[src/rtl/lrsd_pkg.sv]
// Operation
// - Output-control frames accepted only on the strap-derived identifier
// - Even addresses 0x60..0x6C each own eight identifiers; others decode none
// - Get-status header with our identifier gets an eight-byte response
// - First byte: error code in bits 7:5, application info in 4:0
// - Stored error code is cleared by sending a response containing it
// - Error codes 0..7, higher value wins, highest pending is reported
// - Bytes two and three carry eight two-bit channel states, four each, low first
// - Response bytes four to eight are always zero
// - Open load and local overtemperature only on outputs four and eight
// - Channel state: 00 open load, 01 off, 10 on, 11 latched
// - App info 00000 none, 00100 global shutdown, 01000 out4/8 fault
// - Unsupported application info bit patterns are never sent
// - Status identifier from address and slave position A to D
// - Protected identifier: id in 5:0, even parity bit 6, odd bit 7
// - Channel command 01 off, 10 on, 00 and 11 no change
package lrsd_pkg;
    localparam logic [7:0] NAD_BASE = 8'h60;
    localparam logic [7:0] NAD_LAST = 8'h6C;
    localparam logic [2:0] CTRL_SUB = 3'h1;
    localparam logic [2:0] STAT_SUB = 3'h2;
    localparam logic [3:0] LAST_BYTE = 4'h8;
    localparam logic [2:0] ERR_NONE = 3'h0;
    localparam logic [2:0] ERR_RESET = 3'h1;
    localparam logic [2:0] ERR_DATA = 3'h4;
    localparam logic [2:0] ERR_CKSUM = 3'h5;
    localparam logic [2:0] ERR_FRAME = 3'h6;
    localparam logic [2:0] ERR_PARITY = 3'h7;
    localparam logic [4:0] APP_NONE = 5'h00;
    localparam logic [4:0] APP_GLOBAL_TSD = 5'h04;
    localparam logic [4:0] APP_OUT48 = 5'h08;
    localparam logic [1:0] ST_OPEN = 2'h0;
    localparam logic [1:0] ST_OFF = 2'h1;
    localparam logic [1:0] ST_ON = 2'h2;
    localparam logic [1:0] ST_LATCHED = 2'h3;
    localparam logic [1:0] CMD_OFF = 2'h1;
    localparam logic [1:0] CMD_ON = 2'h2;
    localparam logic [7:0] CKSUM_OK = 8'hFF;
    localparam logic [11:0] REG_IRQ_STAT = 12'h000;
    localparam logic [11:0] REG_IRQ_MASK = 12'h004;
    localparam logic [11:0] REG_INFO = 12'h008;
    localparam logic [11:0] REG_CHAN = 12'h00C;
    localparam logic [11:0] REG_CTRL = 12'h010;
    localparam int IRQ_ERR = 0;
    localparam int IRQ_CTRL = 1;
    localparam int IRQ_STAT = 2;
    localparam int IRQ_LATCH = 3;
    localparam logic [3:0] IRQ_MASK_RST = 4'h0;
    localparam logic CTRL_RESP_EN_RST = 1'b1;

    typedef struct packed {
        logic [7:0] overcurrent;
        logic [1:0] open_load;
        logic [1:0] local_ot;
        logic global_tsd;
    } lrsd_fault_s;

    typedef struct packed {
        logic valid;
        logic [7:0] data;
    } lrsd_byte_s;

    typedef enum {ST_IDLE, ST_RX_CTRL, ST_TX_STAT} lrsd_state_e;

    function automatic logic [7:0] lrsd_pid(input logic [5:0] id);
        lrsd_pid = {~(id[1] ^ id[3] ^ id[4] ^ id[5]),
                    id[0] ^ id[1] ^ id[2] ^ id[4], id};
    endfunction

    function automatic logic [7:0] lrsd_add(input logic [7:0] a,
                                            input logic [7:0] b);
        logic [8:0] s;
        s = {1'b0, a} + {1'b0, b};
        lrsd_add = s[7:0] + {7'h00, s[8]};
    endfunction

    function automatic logic [2:0] lrsd_max(input logic [2:0] a,
                                            input logic [2:0] b);
        lrsd_max = (a > b) ? a : b;
    endfunction
endpackage

[src/rtl/lrsd_decoder.sv]
`timescale 1ns/1ps
module lrsd_decoder (
    // Clock and reset
    input wire logic core_clk_in,
    input wire logic rst_n_in,
    // APB slave
    input wire logic apb_psel_in,
    input wire logic apb_penable_in,
    input wire logic apb_pwrite_in,
    input wire logic [11:0] apb_paddr_in,
    input wire logic [31:0] apb_pwdata_in,
    output logic apb_pready_out,
    output logic [31:0] apb_prdata_out,
    output logic apb_pslverr_out,
    // Straps
    input wire logic [7:0] node_address_in,
    input wire logic [1:0] slave_position_select_in,
    // Frame layer
    input wire logic hdr_valid_in,
    input wire logic [7:0] hdr_pid_in,
    input wire lrsd_pkg::lrsd_byte_s rx_byte_in,
    input wire logic rx_abort_in,
    input wire logic rx_framing_err_in,
    output logic tx_valid_out,
    output logic [7:0] tx_byte_out,
    input wire logic tx_ready_in,
    // Drivers and fault detectors
    input wire lrsd_pkg::lrsd_fault_s fault_in,
    output logic [7:0] channel_on_out,
    output logic irq_out
);
    import lrsd_pkg::*;

    // ------------------------------------------------------------
    // Strap capture and identifier decode
    // ------------------------------------------------------------
    logic cap_r;
    logic [7:0] nad_r;
    logic [1:0] pos_r;
    always_ff @(posedge core_clk_in) begin
        if (!rst_n_in) begin
            cap_r <= 1'b0;
            nad_r <= 8'h00;
            pos_r <= 2'h0;
        end else if (!cap_r) begin
            cap_r <= 1'b1;
            nad_r <= node_address_in;
            pos_r <= slave_position_select_in;
        end
    end

    wire [7:0] nad_off = nad_r - NAD_BASE;
    wire addr_ok = cap_r && !nad_r[0] && nad_r >= NAD_BASE
                   && nad_r <= NAD_LAST;
    wire [2:0] grp = nad_off[3:1];
    wire [7:0] ctrl_pid = lrsd_pid({grp, CTRL_SUB});
    wire [5:0] stat_id = {grp, STAT_SUB + {1'b0, pos_r}};
    wire [7:0] stat_pid = lrsd_pid(stat_id);
    wire pid_bad = hdr_valid_in && hdr_pid_in != lrsd_pid(hdr_pid_in[5:0]);
    wire hdr_ok = hdr_valid_in && !pid_bad && addr_ok;
    wire hit_ctrl = hdr_ok && hdr_pid_in == ctrl_pid;
    logic resp_en_r;
    wire hit_stat = hdr_ok && resp_en_r && hdr_pid_in == stat_pid;

    // ------------------------------------------------------------
    // Frame state
    // ------------------------------------------------------------
    lrsd_state_e state_r, state_nxt;
    logic [3:0] cnt_r;
    logic [7:0] acc_r;
    logic [15:0] cmd_r;
    wire rx_take = state_r == ST_RX_CTRL && rx_byte_in.valid;
    wire rx_last = rx_take && cnt_r == LAST_BYTE;
    wire [7:0] acc_add = lrsd_add(acc_r, rx_byte_in.data);
    wire ck_good = acc_add == CKSUM_OK;
    wire apply = rx_last && ck_good;
    wire tx_hs = tx_valid_out && tx_ready_in;
    wire tx_end = state_r == ST_TX_STAT && tx_hs && cnt_r == LAST_BYTE;
    wire my_lo = rx_take && cnt_r == {1'b0, pos_r, 1'b0};
    wire my_hi = rx_take && cnt_r == {1'b0, pos_r, 1'b1};

    always_comb begin
        state_nxt = state_r;
        case (state_r)
            ST_IDLE: state_nxt = ST_IDLE;
            ST_RX_CTRL: if (rx_last || rx_abort_in) state_nxt = ST_IDLE;
            ST_TX_STAT: if (tx_end) state_nxt = ST_IDLE;
            default: state_nxt = ST_IDLE;
        endcase
        if (hit_ctrl) begin
            state_nxt = ST_RX_CTRL;
        end else if (hit_stat) begin
            state_nxt = ST_TX_STAT;
        end else if (hdr_valid_in) begin
            state_nxt = ST_IDLE;
        end
    end

    // ------------------------------------------------------------
    // Error code
    // ------------------------------------------------------------
    logic [2:0] err_r;
    wire [2:0] ev_parity = pid_bad ? ERR_PARITY : ERR_NONE;
    wire [2:0] ev_frame = rx_framing_err_in ? ERR_FRAME : ERR_NONE;
    wire [2:0] ev_ck = (rx_last && !ck_good) ? ERR_CKSUM : ERR_NONE;
    wire [2:0] ev_data = (state_r == ST_RX_CTRL && rx_abort_in) ?
                         ERR_DATA : ERR_NONE;
    wire [2:0] err_ev = lrsd_max(lrsd_max(ev_parity, ev_frame),
                                 lrsd_max(ev_ck, ev_data));
    wire [2:0] err_nxt = hit_stat ? err_ev :
                         lrsd_max(err_r, err_ev);

    // ------------------------------------------------------------
    // Channels
    // ------------------------------------------------------------
    logic [7:0] on_r;
    logic [7:0] latch_r;
    logic [7:0] on_nxt, latch_nxt, chfault;
    logic [15:0] pairs;
    // Both command bytes are held before the checksum byte arrives
    wire [15:0] cmd_use = cmd_r;

    always_comb begin
        for (int i = 0; i < 8; i++) begin
            chfault[i] = fault_in.overcurrent[i];
            on_nxt[i] = on_r[i];
            latch_nxt[i] = latch_r[i];
            if (apply && cmd_use[2*i +: 2] == CMD_OFF) begin
                on_nxt[i] = 1'b0;
                latch_nxt[i] = 1'b0;
            end else if (apply && cmd_use[2*i +: 2] == CMD_ON) begin
                on_nxt[i] = 1'b1;
                latch_nxt[i] = 1'b0;
            end
            if (fault_in.global_tsd) begin
                on_nxt[i] = 1'b0;
            end
        end
        chfault[3] = fault_in.overcurrent[3] | fault_in.local_ot[0];
        chfault[7] = fault_in.overcurrent[7] | fault_in.local_ot[1];
        for (int i = 0; i < 8; i++) begin
            if (on_r[i] && !latch_r[i] && chfault[i]) begin
                latch_nxt[i] = 1'b1;
            end
        end
        for (int i = 0; i < 8; i++) begin
            if (latch_r[i]) begin
                pairs[2*i +: 2] = ST_LATCHED;
            end else if (on_r[i]) begin
                pairs[2*i +: 2] = ST_ON;
            end else begin
                pairs[2*i +: 2] = ST_OFF;
            end
        end
        if (!on_r[3] && !latch_r[3] && fault_in.open_load[0]) begin
            pairs[7:6] = ST_OPEN;
        end
        if (!on_r[7] && !latch_r[7] && fault_in.open_load[1]) begin
            pairs[15:14] = ST_OPEN;
        end
    end
    wire latch_ev = |(latch_nxt & ~latch_r);
    wire [4:0] app = fault_in.global_tsd ? APP_GLOBAL_TSD :
                     (latch_r[3] || latch_r[7]) ? APP_OUT48 :
                     APP_NONE;

    // ------------------------------------------------------------
    // Response image
    // ------------------------------------------------------------
    logic [7:0] resp_r [0:8];
    logic [7:0] resp_w [0:8];
    logic [7:0] ck;
    always_comb begin
        resp_w[0] = {err_r, app};
        resp_w[1] = pairs[7:0];
        resp_w[2] = pairs[15:8];
        for (int k = 3; k < 8; k++) begin
            resp_w[k] = 8'h00;
        end
        ck = hdr_pid_in;
        for (int k = 0; k < 8; k++) begin
            ck = lrsd_add(ck, resp_w[k]);
        end
        resp_w[8] = ~ck;
    end
    wire [3:0] cnt_inc = cnt_r + 4'h1;
    wire [7:0] tx_byte_nxt = hit_stat ? resp_w[0] :
                             (tx_hs && cnt_r < LAST_BYTE) ?
                             resp_r[cnt_inc] : tx_byte_out;
    wire tx_valid_nxt = hit_stat ||
                        (state_r == ST_TX_STAT && !tx_end && !hdr_valid_in);

    always_ff @(posedge core_clk_in) begin
        if (!rst_n_in) begin
            state_r <= ST_IDLE;
            cnt_r <= 4'h0;
            acc_r <= 8'h00;
            cmd_r <= 16'h0000;
            err_r <= ERR_RESET;
            on_r <= 8'h00;
            latch_r <= 8'h00;
            tx_valid_out <= 1'b0;
            tx_byte_out <= 8'h00;
            channel_on_out <= 8'h00;
        end else begin
            state_r <= state_nxt;
            err_r <= err_nxt;
            on_r <= on_nxt;
            latch_r <= latch_nxt;
            channel_on_out <= on_nxt & ~latch_nxt;
            tx_valid_out <= tx_valid_nxt;
            tx_byte_out <= tx_byte_nxt;
            if (hit_ctrl || hit_stat) begin
                cnt_r <= 4'h0;
                acc_r <= hdr_pid_in;
            end else if (rx_take || tx_hs) begin
                cnt_r <= cnt_inc;
                acc_r <= acc_add;
            end
            if (my_lo) begin
                cmd_r[7:0] <= rx_byte_in.data;
            end
            if (my_hi) begin
                cmd_r[15:8] <= rx_byte_in.data;
            end
        end
    end

    always_ff @(posedge core_clk_in) begin
        if (hit_stat) begin
            resp_r <= resp_w;
        end
    end

    // ------------------------------------------------------------
    // APB registers and interrupt
    // ------------------------------------------------------------
    logic [3:0] irq_stat_r, irq_mask_r;
    wire apb_setup = apb_psel_in && !apb_penable_in;
    wire apb_wr = apb_psel_in && apb_penable_in && apb_pwrite_in
                  && apb_pready_out;
    wire sel_stat = apb_paddr_in == REG_IRQ_STAT;
    wire sel_mask = apb_paddr_in == REG_IRQ_MASK;
    wire sel_info = apb_paddr_in == REG_INFO;
    wire sel_chan = apb_paddr_in == REG_CHAN;
    wire sel_ctrl = apb_paddr_in == REG_CTRL;
    wire mapped = sel_stat | sel_mask | sel_info | sel_chan | sel_ctrl;
    wire [31:0] rd_mux = sel_stat ? {28'h0, irq_stat_r} :
                         sel_mask ? {28'h0, irq_mask_r} :
                         sel_info ? {14'h0, pos_r, nad_r, err_r, app} :
                         sel_chan ? {16'h0, pairs} :
                         sel_ctrl ? {31'h0, resp_en_r} : 32'h0;
    wire [3:0] irq_ev = {latch_ev, tx_end, apply, err_ev != ERR_NONE};
    wire [3:0] w1c = (apb_wr && sel_stat) ? apb_pwdata_in[3:0] : 4'h0;
    wire [3:0] irq_stat_nxt = (irq_stat_r & ~w1c) | irq_ev;

    always_ff @(posedge core_clk_in) begin
        if (!rst_n_in) begin
            irq_stat_r <= 4'h0;
            irq_mask_r <= IRQ_MASK_RST;
            resp_en_r <= CTRL_RESP_EN_RST;
            irq_out <= 1'b0;
            apb_pready_out <= 1'b0;
            apb_prdata_out <= 32'h0;
            apb_pslverr_out <= 1'b0;
        end else begin
            irq_stat_r <= irq_stat_nxt;
            irq_out <= |(irq_stat_nxt & irq_mask_r);
            apb_pready_out <= apb_setup;
            apb_pslverr_out <= apb_setup && !mapped;
            apb_prdata_out <= (apb_setup && !apb_pwrite_in) ? rd_mux : 32'h0;
            if (apb_wr && sel_mask) begin
                irq_mask_r <= apb_pwdata_in[3:0];
            end
            if (apb_wr && sel_ctrl) begin
                resp_en_r <= apb_pwdata_in[0];
            end
        end
    end

    // ------------------------------------------------------------
    // Assertions
    // ------------------------------------------------------------
    a_ctrl_accept: assert property (@(posedge core_clk_in)
        disable iff (!rst_n_in)
        (hdr_valid_in && addr_ok && hdr_pid_in == lrsd_pid({grp, CTRL_SUB}))
        |=> state_r == ST_RX_CTRL)
        else $error("control header not accepted");
    a_bad_addr: assert property (@(posedge core_clk_in)
        disable iff (!rst_n_in)
        (cap_r && !addr_ok) |-> state_r == ST_IDLE && !tx_valid_out)
        else $error("unsupported address decoded a frame");
    a_stat_len: assert property (@(posedge core_clk_in)
        disable iff (!rst_n_in)
        (hit_stat ##1 (tx_ready_in && !hdr_valid_in) [*8])
        |=> tx_valid_out && cnt_r == LAST_BYTE)
        else $error("status response length wrong");
    a_err_clear: assert property (@(posedge core_clk_in)
        disable iff (!rst_n_in)
        (hit_stat && err_ev == ERR_NONE)
        |=> err_r == ERR_NONE && resp_r[0][7:5] == $past(err_r))
        else $error("error code not cleared by readout");
    a_err_prio: assert property (@(posedge core_clk_in)
        disable iff (!rst_n_in)
        (!hit_stat && err_ev <= err_r) |=> $stable(err_r))
        else $error("lower error overwrote held code");
    a_zero_tail: assert property (@(posedge core_clk_in)
        disable iff (!rst_n_in)
        (state_r == ST_TX_STAT && cnt_r >= 4'h3 && cnt_r < LAST_BYTE)
        |-> tx_byte_out == 8'h00)
        else $error("tail byte not zero");
    a_app_legal: assert property (@(posedge core_clk_in)
        disable iff (!rst_n_in)
        (state_r == ST_TX_STAT && cnt_r == 4'h0)
        |-> !tx_byte_out[4] && tx_byte_out[1:0] == 2'h0
            && tx_byte_out[3:2] != 2'h3)
        else $error("unsupported application info sent");
    a_latch_pair: assert property (@(posedge core_clk_in)
        disable iff (!rst_n_in)
        (on_r[0] && !latch_r[0] && fault_in.overcurrent[0])
        |=> pairs[1:0] == ST_LATCHED && !channel_on_out[0])
        else $error("overcurrent did not latch channel");
    a_open_only48: assert property (@(posedge core_clk_in)
        disable iff (!rst_n_in)
        pairs[1:0] != ST_OPEN && pairs[9:8] != ST_OPEN)
        else $error("open load reported on wrong channel");
    a_cmd_on: assert property (@(posedge core_clk_in)
        disable iff (!rst_n_in)
        (apply && cmd_use[1:0] == CMD_ON && !fault_in.global_tsd)
        |=> on_r[0] ##1 pairs[1:0] != ST_OFF)
        else $error("on command not applied");
endmodule

[config.mk]
export PLATFORM = sky130hd
export DESIGN_NAME = lrsd_decoder
export DESIGN_NICKNAME = d
export VERILOG_FILES = /design/src/rtl/lrsd_pkg.sv /design/src/rtl/lrsd_decoder.sv
export SDC_FILE = /design/constraint.sdc
export NUM_CORES = 1
export LEC_CHECK = 0
export BUFFER_PORTS_ARGS = -buffer_cell sky130_fd_sc_hd__buf_2
export CORE_MARGIN = 2
export CORE_UTILIZATION = 45
export CTS_CLUSTER_SIZE = 10
export DETAILED_ROUTE_END_ITERATION = 8
export GPL_TIMING_DRIVEN = 1
export PLACE_DENSITY = 0.67
export RECOVER_POWER = 100
export SLEW_MARGIN = 10
export SYNTH_ARGS = -nofsm -noshare
export SYNTH_HDL_FRONTEND = slang
export SYNTH_SLANG_ARGS = --single-unit
[constraint.sdc]
create_clock -name core_clk_in -period 13.8 [get_ports core_clk_in]
set_clock_uncertainty 0.15 [all_clocks]
set_input_delay 0.69 -clock core_clk_in [delete_from_list [all_inputs] [get_ports core_clk_in]]
set_output_delay 0.69 -clock core_clk_in [all_outputs]
set_load 0.05 [all_outputs]
==> results of run 1 <==
[cell usage in the layout (no fill, tap or decap), types with 5 or more instances in the layout]
cell type and instances:
dfxtp_1 107, buf_2 60, nand2_1 63, nand3_1 33, or2_2 8, nand4_1 10, nand2b_1 10, edfxtp_1 29
and2_1 10, clkbuf_1 47, o21ai_0 43, or3_1 6, a2111oi_2 10, o22ai_1 5, ha_1 43, nor4_1 5
nor3_1 9, xor2_1 20, nand3b_1 6, nor2_1 104, a22oi_1 15, inv_1 48, a21oi_1 49, o211ai_1 5
a21boi_0 5, a21o_1 7, mux2i_1 39, clkbuf_16 18, xnor2_1 42, a211oi_1 12, conb_1 14, a2111oi_0 7
nor2b_1 13, o41ai_2 6, and3_1 8
[final timing paths]
check / slack (ns) / endpoint / cells after the start / startpoint
worst min-delay path: 0.34 / nad_r[1]$_SDFFE_PN0N_ / 3 / node_address_in[1]
worst max register to register: 6.88 / resp_r[7]$_DFFE_PP_ / 33 / latch_r[7]$_SDFF_PN0_
worst max-delay path: 6.70 / resp_r[7]$_DFFE_PP_ / 33 / fault_in[0]
worst min register to register: 0.35 / on_r[2]$_SDFF_PN0_ / 2 / on_r[2]$_SDFF_PN0_
[critical path, delay by kind of cell]
family,cells,cell delay [ns]
adder cells (fa/ha/maj),8,2.35
XOR/XNOR,3,0.41
AND/OR/NAND/NOR,10,1.35
AO/OA/AOI/OAI,10,1.89
buffers and inverters,2,0.40
[synthesized netlist by cell type (4+ instances only)]
cell,n
dfxtp_1,107
nor2_1,105
nand2_1,63
a21oi_1,49
inv_1,48
ha_1,43
xnor2_1,42
mux2i_1,39
nand3_1,33
o21ai_0,33
edfxtp_1,29
clkbuf_1,27
xor2_1,20
a2111oi_2,15
a22oi_1,15
buf_4,14
nor2b_1,13
and2_1,12
or2_2,12
a211oi_1,11
o21ai_1,11
nand2b_1,10
nand4_1,10
nor3_1,9
and3_1,8
a21o_1,7
o41ai_2,7
nand3b_1,6
or3_1,6
a21boi_0,5
buf_6,5
nor4_1,5
o211ai_1,5
o22ai_1,5
a211oi_2,4
a31oi_1,4
buf_1,4
fa_1,4
o21a_1,4
[layout make-up]
type / count / area (sq um)
clock buffer: 20 / 468
clock inverter: 11 / 95.1
fill: 1682 / 8690
inverter: 48 / 180
multi-input combinational: 676 / 4630
sequential: 136 / 3010
tap: 229 / 287
timing repair buffer: 107 / 480
[cell families (layout without fill, tap and decap cells)]
logic type / after synthesis / in the layout / synth area share
buffers and inverters: 101 / 186 / 0.0583
and+or+nand+nor: 310 / 310 / 0.187
AOI/OAI and AO/OA: 202 / 202 / 0.187
adders and majority gates: 47 / 47 / 0.0762
xor gates and xnor gates: 63 / 63 / 0.0698
DFF: 136 / 136 / 0.372
muxes: 40 / 40 / 0.0500
other: 1 / 14 / 0.000463
[power by group]
part / total (mW) / leakage [nW] / internal, mW / switching [mW]
Sequential: 0.435 / 1.11 / 0.424 / 0.0111
Combinational: 0.302 / 2.18 / 0.130 / 0.172
Clock: 0.437 / 0.278 / 0.262 / 0.175
[per-stage QoR]
stage	utilization	power [mW]	area, sq um	hold slack [ns]
2_1_floorplan	-	0.681	8160	0.307
3_5_place_dp	0.488	0.744	8700	0.334
4_1_cts	0.519	1.18	9260	0.340
5_1_grt	0.513	1.24	9150	0.338
3_3_place_gp	0.488	0.738	8700	0.335
6_report	0.513	1.17	9150	0.345
[per-layer routing]
layer	track usage	vias up
met5	0	-
met3	0.0461	37
li1	-	3368
met4	0.0725	0
met1	0.308	3183
met2	0.361	228
==> flow_summary.ini, run 1 <==
[drt]
wl_um = 21600
wl_met1_um = 9730
drt-initial-drc-count = 489
via_per_inst = 5.56
highest_layer = met4
wl_met2_um = 10100
vias = 6816
drc = 0
dr_wl_met3_um = 1350
firstDrtPassIters = 5
ant_nets = 0
wl_per_cell_um = 17.6

[finish]
top_register = resp_r
reg.largest.list = resp_r x29, apb_prdata_out x18, cmd_r x16
antenna_cells = 0
layout.cells.non_filler = 1227
largest_reg_flops = 29
layout.nets = 1126
drive_above_1_share = 0.128
area_delta_synth_final_pct = 12.9

[power_and_ir_drop]
p_per_area_mw_per_mm2 = 128
p_leak_nw = 3.57
vdd_ir_drop_max_mv = 0.0966

[cts]
cts_tree = yes
cts_root_buffer = clkbuf_16
numCtsBuffers = 17
cts_resized = 0
clkTransAtPathRegs_ns = 0.06
clock_path_buffers = 2
insertion_delay_ns = 0.43
h-tree-depth = 4
cts.sink_count = 136
cts.hold.buffers_added = 0
postCtsSetupBuffers = 0

[setup_path]
crit_path_frequent_cell = ha_1
crit_path_max_fanout = 7
critical_path_required_ns = 13.81
crit_path_top_delay_cell = fa_1
worst_path_largest_cell_delay_ns = 0.48
cp.arrival_ns = 7.11
path_class = input pin to flip-flop
end_kind = flip-flop
crit_path_start_kind = input pin

[timing]
fin_setup_tns_ns = 0
hold_viol_final = 0
final.setup.worst_slack_ns = 6.70
setup_violations = 0
worst_slew_pin_slew_ns = 2.45
slew_headroom = -0.631
fin_crit_ns = 7.10
slew_violations = 137
timing.final.crit_share = 0.514
grt_setup_unrepaired = no
fmax_mhz = 141

[synthesis]
synth_edf_count = 29
yosysWarningCount = 0
yosysTopAreaCellShare = 0.264
syn-instance-count = 900
yosys_most_used_dff = dfxtp_1
yosysTopAreaCell = dfxtp_1
synth.distinct_cells = 71
ys_seq_area_frac = 0.372
syn_area_sq_mm = 0.00811
postSynth.asyncResetShare = 0
synth_area_per_cell_sq_um = 9.01
yosys-top-cells-area = dfxtp_1, edfxtp_1, ha_1, nor2_1, mux2i_1
ys_ff_latch = 136

[floorplan]
die_width_um = 138
die_y_um = 138
rows = 49
coreArea_sq_mm = 0.0178
ios = 145
initial_core_util = 0.454
die-area_sq_mm = 0.0191

[placement]
numPlacedInstances = 1196
port_buffers = 102
dp_slack_ns = 6.56
routabilityCongestion = 0.886
dp_hpwl_um = 16500

[run_status]
violations = capacitance limit, slew limit
status = finished, violations left

[global_route]
grt_pass1_vias = 6429
grt_max_degree = 51
antenna_found_initial = 0
gr-usage-all-layers = 0.226
gr-total-overflow = 0
grt_pass1_wl_um = 34200

[min_path]
hp-class = input pin to flip-flop

[flow_run]
cap_viol_max_count = 4
No activity file was read; power rests on OpenSTA's default activity.
==> inputs of run 2 (changes only) <==
--- a/config.mk
+++ b/config.mk
@@ -11,7 +11,7 @@
 export CTS_CLUSTER_SIZE = 10
 export DETAILED_ROUTE_END_ITERATION = 8
 export GPL_TIMING_DRIVEN = 1
-export PLACE_DENSITY = 0.67
+export PLACE_DENSITY = 0.69
 export RECOVER_POWER = 100
 export SLEW_MARGIN = 10
 export SYNTH_ARGS = -nofsm -noshare
==> constraint.sdc (replaced) <==
create_clock -name core_clk_in -period 6 [get_ports core_clk_in]
set_clock_uncertainty 0.15 [all_clocks]
set_input_delay 0.3 -clock core_clk_in [delete_from_list [all_inputs] [get_ports core_clk_in]]
set_output_delay 0.3 -clock core_clk_in [all_outputs]
set_load 0.05 [all_outputs]
==> flow_summary.ini, run 2 (synthesized netlist as in run 1, its figures left out) <==
[floorplan]
die_width_um = 138
coreArea_sq_mm = 0.0178
die_y_um = 138
rows = 49
die-area_sq_mm = 0.0191
initial_core_util = 0.454
ios = 145

[setup_path]
crit_path_max_fanout = 2
worstReg2RegStart = latch_r[7]$_SDFF_PN0_
worst_path_largest_cell_delay_ns = 0.38
r2r_end = resp_r[7]$_DFFE_PP_
crit_end = resp_r[7]$_DFFE_PP_
rr_worst_depth = 33
r2r_setup_slack_ns = 0.09
crit_path_top_delay_cell = fa_2
cp.arrival_ns = 5.94
path_class = flip-flop to flip-flop
critical_path_required_ns = 6.03
end_kind = flip-flop
cp-startpoint = latch_r[7]$_SDFF_PN0_
crit_path_start_kind = flip-flop

[finish]
reg.largest.list = resp_r x29, apb_prdata_out x18, cmd_r x16
final_util = 0.550
top_register = resp_r
largest_reg_flops = 29
antenna_cells = 0
area_delta_synth_final_pct = 21.0
layout.cells.non_filler = 1287
layout.nets = 1186
multi_input_area_sq_mm = 0.00478
num-fill-cells = 1618
layout_commonest_cell = dfxtp_1
drive_above_1_share = 0.184
final_cell_mix = dfxtp_1, nor2_1, nand2_1, buf_2
seqCellArea_sq_mm = 0.00301

[timing]
grt_setup_unrepaired = yes
slew_headroom = -0.643
final.setup.worst_slack_ns = 0.0886
fmax_mhz = 169
timing.final.crit_share = 0.985
fin_crit_ns = 5.91
worst_slew_pin_slew_ns = 2.46
holdWs_ns = 0.0257
slew_violations = 136
hold_viol_final = 0
setup_violations = 0

[min_path]
hp-class = input pin to flip-flop
min_path_cells = 3

[placement]
dp_hpwl_um = 16800
port_buffers = 102
routabilityCongestion = 0.878
dp_slack_ns = -0.353
numPlacedInstances = 1232

[cts]
insertion_delay_ns = 0.44
cts_tree = yes
cts.sink_count = 136
clkTransAtPathRegs_ns = 0.06
numCtsBuffers = 17
cts_root_buffer = clkbuf_16
clock_path_buffers = 2
h-tree-depth = 4

[power_and_ir_drop]
p_per_area_mw_per_mm2 = 307
vdd_ir_drop_max_mv = 0.213
p_leak_nw = 3.87
power.total_mw = 3.01

[flow_run]
cap_viol_max_count = 4

[drt]
drc = 0
ant_nets = 0
via_per_inst = 5.55
drt-initial-drc-count = 491
wl_um = 22900
vias = 7142
firstDrtPassIters = 5
wl_per_cell_um = 17.8

[global_route]
antenna_found_initial = 0
grt_pass1_wl_um = 35800
gr-usage-all-layers = 0.239
grt_pass1_vias = 6720
grt_max_degree = 51
gr-total-overflow = 0

[run_status]
status = finished, violations left
violations = capacitance limit, slew limit
==> run 2: worst min path at each step <==
stage / from / to
global route: rx_byte_in[0] / cmd_r[0]$_SDFFE_PN0P_
floorplan: rst_n_in / cap_r$_DFF_P_
detailed placement: on_r[1]$_SDFF_PN0_ / on_r[1]$_SDFF_PN0_
global placement: cmd_r[12]$_SDFFE_PN0P_ / on_r[6]$_SDFF_PN0_
finish: rx_byte_in[3] / cmd_r[11]$_SDFFE_PN0P_
CTS: apb_psel_in / apb_pready_out$_SDFF_PN0_
==> run 2: routing by layer <==
metal / global-route usage / wire length, um
met2: 0.392 / 10800
met1: 0.317 / 10300
met3: 0.0495 / 1310
met4: 0.0747 / 520
met5: 0 / 0
==> run 2: power breakdown <==
part | internal [mW] | leakage, nW | switching (mW)
sequential | 0.975 | 1.11 | 0.0132
combinational | 0.465 | 2.47 | 0.519
clock | 0.628 | 0.294 | 0.411
total | 2.07 | 3.87 | 0.944
==> run 2: critical path: cells and delay by family, from the launching register on <==
| kind | cells | cell delay [ns] |
|---|---|---|
| AND/OR/NAND/NOR | 11 | 1.06 |
| flip-flops | 1 | 0.33 |
| XOR/XNOR | 4 | 0.56 |
| adder cells (fa/ha/maj) | 8 | 1.85 |
| AO/OA/AOI/OAI | 10 | 1.69 |
==> run 2: what timing repair did <==
item                                   in CTS  in global routing
pin swaps                                  24                 26
endpoints found under the hold margin      17                  0
setup endpoints to repair                   7                  7
hold buffers                               16                  0
buffers inserted                            5                  3
gates resized for setup                    26                 12
==> run 2: area by class of cell <==
type,count,share of cell area
clock buffers,21,0.0503
repair buffers,167,0.0977
multi-input cells,676,0.488
clock inverters,10,0.00931
inverters,48,0.0184
flip-flops and latches,136,0.307
well taps,229,0.0292
==> run 2: metrics by stage <==
| step | TNS (ns) | area, sq um |
|---|---|---|
| final | 0 | 9810 |
| after global routing | -0.313 | 9810 |
| after CTS | -0.0186 | 9880 |
| after detailed placement | -1.15 | 8970 |
| after global placement | -0.165 | 8970 |
| after floorplan | 0 | 8160 |
==> inputs of run 3 (changes only) <==
--- a/config.mk
+++ b/config.mk
@@ -7,11 +7,11 @@
 export LEC_CHECK = 0
 export BUFFER_PORTS_ARGS = -buffer_cell sky130_fd_sc_hd__buf_2
 export CORE_MARGIN = 2
-export CORE_UTILIZATION = 45
+export CORE_UTILIZATION = 40
 export CTS_CLUSTER_SIZE = 10
 export DETAILED_ROUTE_END_ITERATION = 8
 export GPL_TIMING_DRIVEN = 1
-export PLACE_DENSITY = 0.69
+export PLACE_DENSITY = 0.63
 export RECOVER_POWER = 100
 export SLEW_MARGIN = 10
 export SYNTH_ARGS = -nofsm -noshare
==> flow_summary.ini, run 3 (synthesized netlist as in run 1, its figures left out) <==
[run_status]
status = finished, violations left
violations = setup timing

[global_route]
grt_max_degree = 51
grt_pass1_wl_um = 35700
gr-total-overflow = 0
gr-usage-all-layers = 0.212
antenna_found_initial = 0
grt_pass1_vias = 6792

[timing]
fmax_mhz = 167
fin_setup_tns_ns = -0.00211
setup_violations = 1
worst_slew_pin_slew_ns = 1.15
slew_violations = 0
timing.final.crit_share = 1.00
hold_viol_final = 0
final.setup.worst_slack_ns = -0.00211
holdWs_ns = 0.0509
fin_crit_ns = 6.00
grt_setup_unrepaired = yes
slew_headroom = 0.236

[drt]
wl_per_cell_um = 17.0
wl_um = 22600
via_per_inst = 5.32
firstDrtPassIters = 5
ant_nets = 0
drc = 0
vias = 7062
drt-initial-drc-count = 474

[setup_path]
path_class = flip-flop to flip-flop
crit_path_top_delay_cell = fa_2
crit_path_start_kind = flip-flop
cp.arrival_ns = 6.02
r2r_setup_slack_ns = -0.002
crit_path_max_fanout = 3
crit_path_frequent_cell = ha_4
end_kind = flip-flop
critical_path_required_ns = 6.01
worst_path_largest_cell_delay_ns = 0.41

[floorplan]
initial_core_util = 0.405
coreArea_sq_mm = 0.0200
die_y_um = 146
die-area_sq_mm = 0.0214
rows = 52
die_width_um = 146
ios = 145

[cts]
clock_path_buffers = 2
clkTransAtPathRegs_ns = 0.07
insertion_delay_ns = 0.43
cts.sink_count = 136
h-tree-depth = 4
cts_tree = yes
cts_root_buffer = clkbuf_16
numCtsBuffers = 17

[power_and_ir_drop]
clock_power_share = 0.342
p_per_area_mw_per_mm2 = 302
switchingPower_mw = 0.956
p_sw_frac = 0.317
p_int_mw = 2.06
p_comb_frac = 0.331
vdd_ir_drop_max_mv = 0.223
p_leak_nw = 4.07
seq_power_share = 0.327

[placement]
dp_slack_ns = -0.293
routabilityCongestion = 0.892
numPlacedInstances = 1273
port_buffers = 102
dp_hpwl_um = 17000

[finish]
layout.cells.non_filler = 1328
drive_above_1_share = 0.238
largest_reg_flops = 29
layout.nets = 1185
final_cell_mix = dfxtp_1, nor2_1, buf_2, nand2_1, a21oi_1
antenna_cells = 0
top_register = resp_r
final_util = 0.499
layout_commonest_cell = dfxtp_1
area_delta_synth_final_pct = 23.3
reg.largest.list = resp_r x29, apb_prdata_out x18, cmd_r x16

[flow_run]
cap_viol_max_count = 0

[min_path]
hp-class = input pin to flip-flop
==> run 3: path summary, 6_finish.rpt <==
path,from,to,cells after the start
max,latch_r[7]$_SDFF_PN0_,resp_r[7]$_DFFE_PP_,33
min,apb_psel_in,apb_prdata_out[1]$_SDFF_PN0_,3
max reg2reg,latch_r[7]$_SDFF_PN0_,resp_r[7]$_DFFE_PP_,33
min reg2reg,on_r[2]$_SDFF_PN0_,on_r[2]$_SDFF_PN0_,2
==> run 3: per-layer routing <==
metal	routed length (um)	track usage	vias to the layer above
met3	950	0.0328	27
met2	10700	0.351	183
met1	10600	0.289	3374
met5	0	0	-
li1	-	-	3478
met4	376	0.0607	0
==> run 3: power by group through the flow <==
| stage | clock, mW | combinational [mW] | sequential [mW] |
|---|---|---|---|
| after floorplan | 0 | 0.562 | 1.01 |
| after global placement | 0 | 0.808 | 1.01 |
| after detailed placement | 0 | 0.813 | 1.01 |
| after CTS | 1.05 | 0.851 | 0.986 |
| after global routing | 1.08 | 1.10 | 0.987 |
| final | 1.03 | 0.997 | 0.986 |
==> run 3: stage by stage <==
| stage | power, mW | area, sq um |
|---|---|---|
| global route | 3.17 | 9990 |
| global placement | 1.81 | 9020 |
| floorplan | 1.57 | 8160 |
| detailed placement | 1.82 | 9020 |
| CTS | 2.88 | 9810 |
| finish | 3.01 | 9990 |
==> run 3: timing repair <==
action,4_1_cts,5_1_grt
endpoints found under the hold margin,17,0
pin swaps,2,22
buffers inserted,0,7
hold buffers,16,0
gates resized for setup,10,29
endpoints found under the setup margin,6,7
==> run 3: critical path: cells and delay by family, from the launching register on <==
family	cells	cell delay, ns
DFF	1	0.34
AOI/OAI and AO/OA	10	1.69
and+or+nand+nor	11	1.08
adders and majority gates	8	1.83
xor gates and xnor gates	4	0.60
==> run 3: area by class of cell <==
cell class	instances	area, sq um
clock buffer	19	464
clock inverter	13	116
fill	1972	10000
inverter	48	180
multi-input combinational	676	4850
sequential	136	3010
tap	270	338
timing repair buffer	166	1030
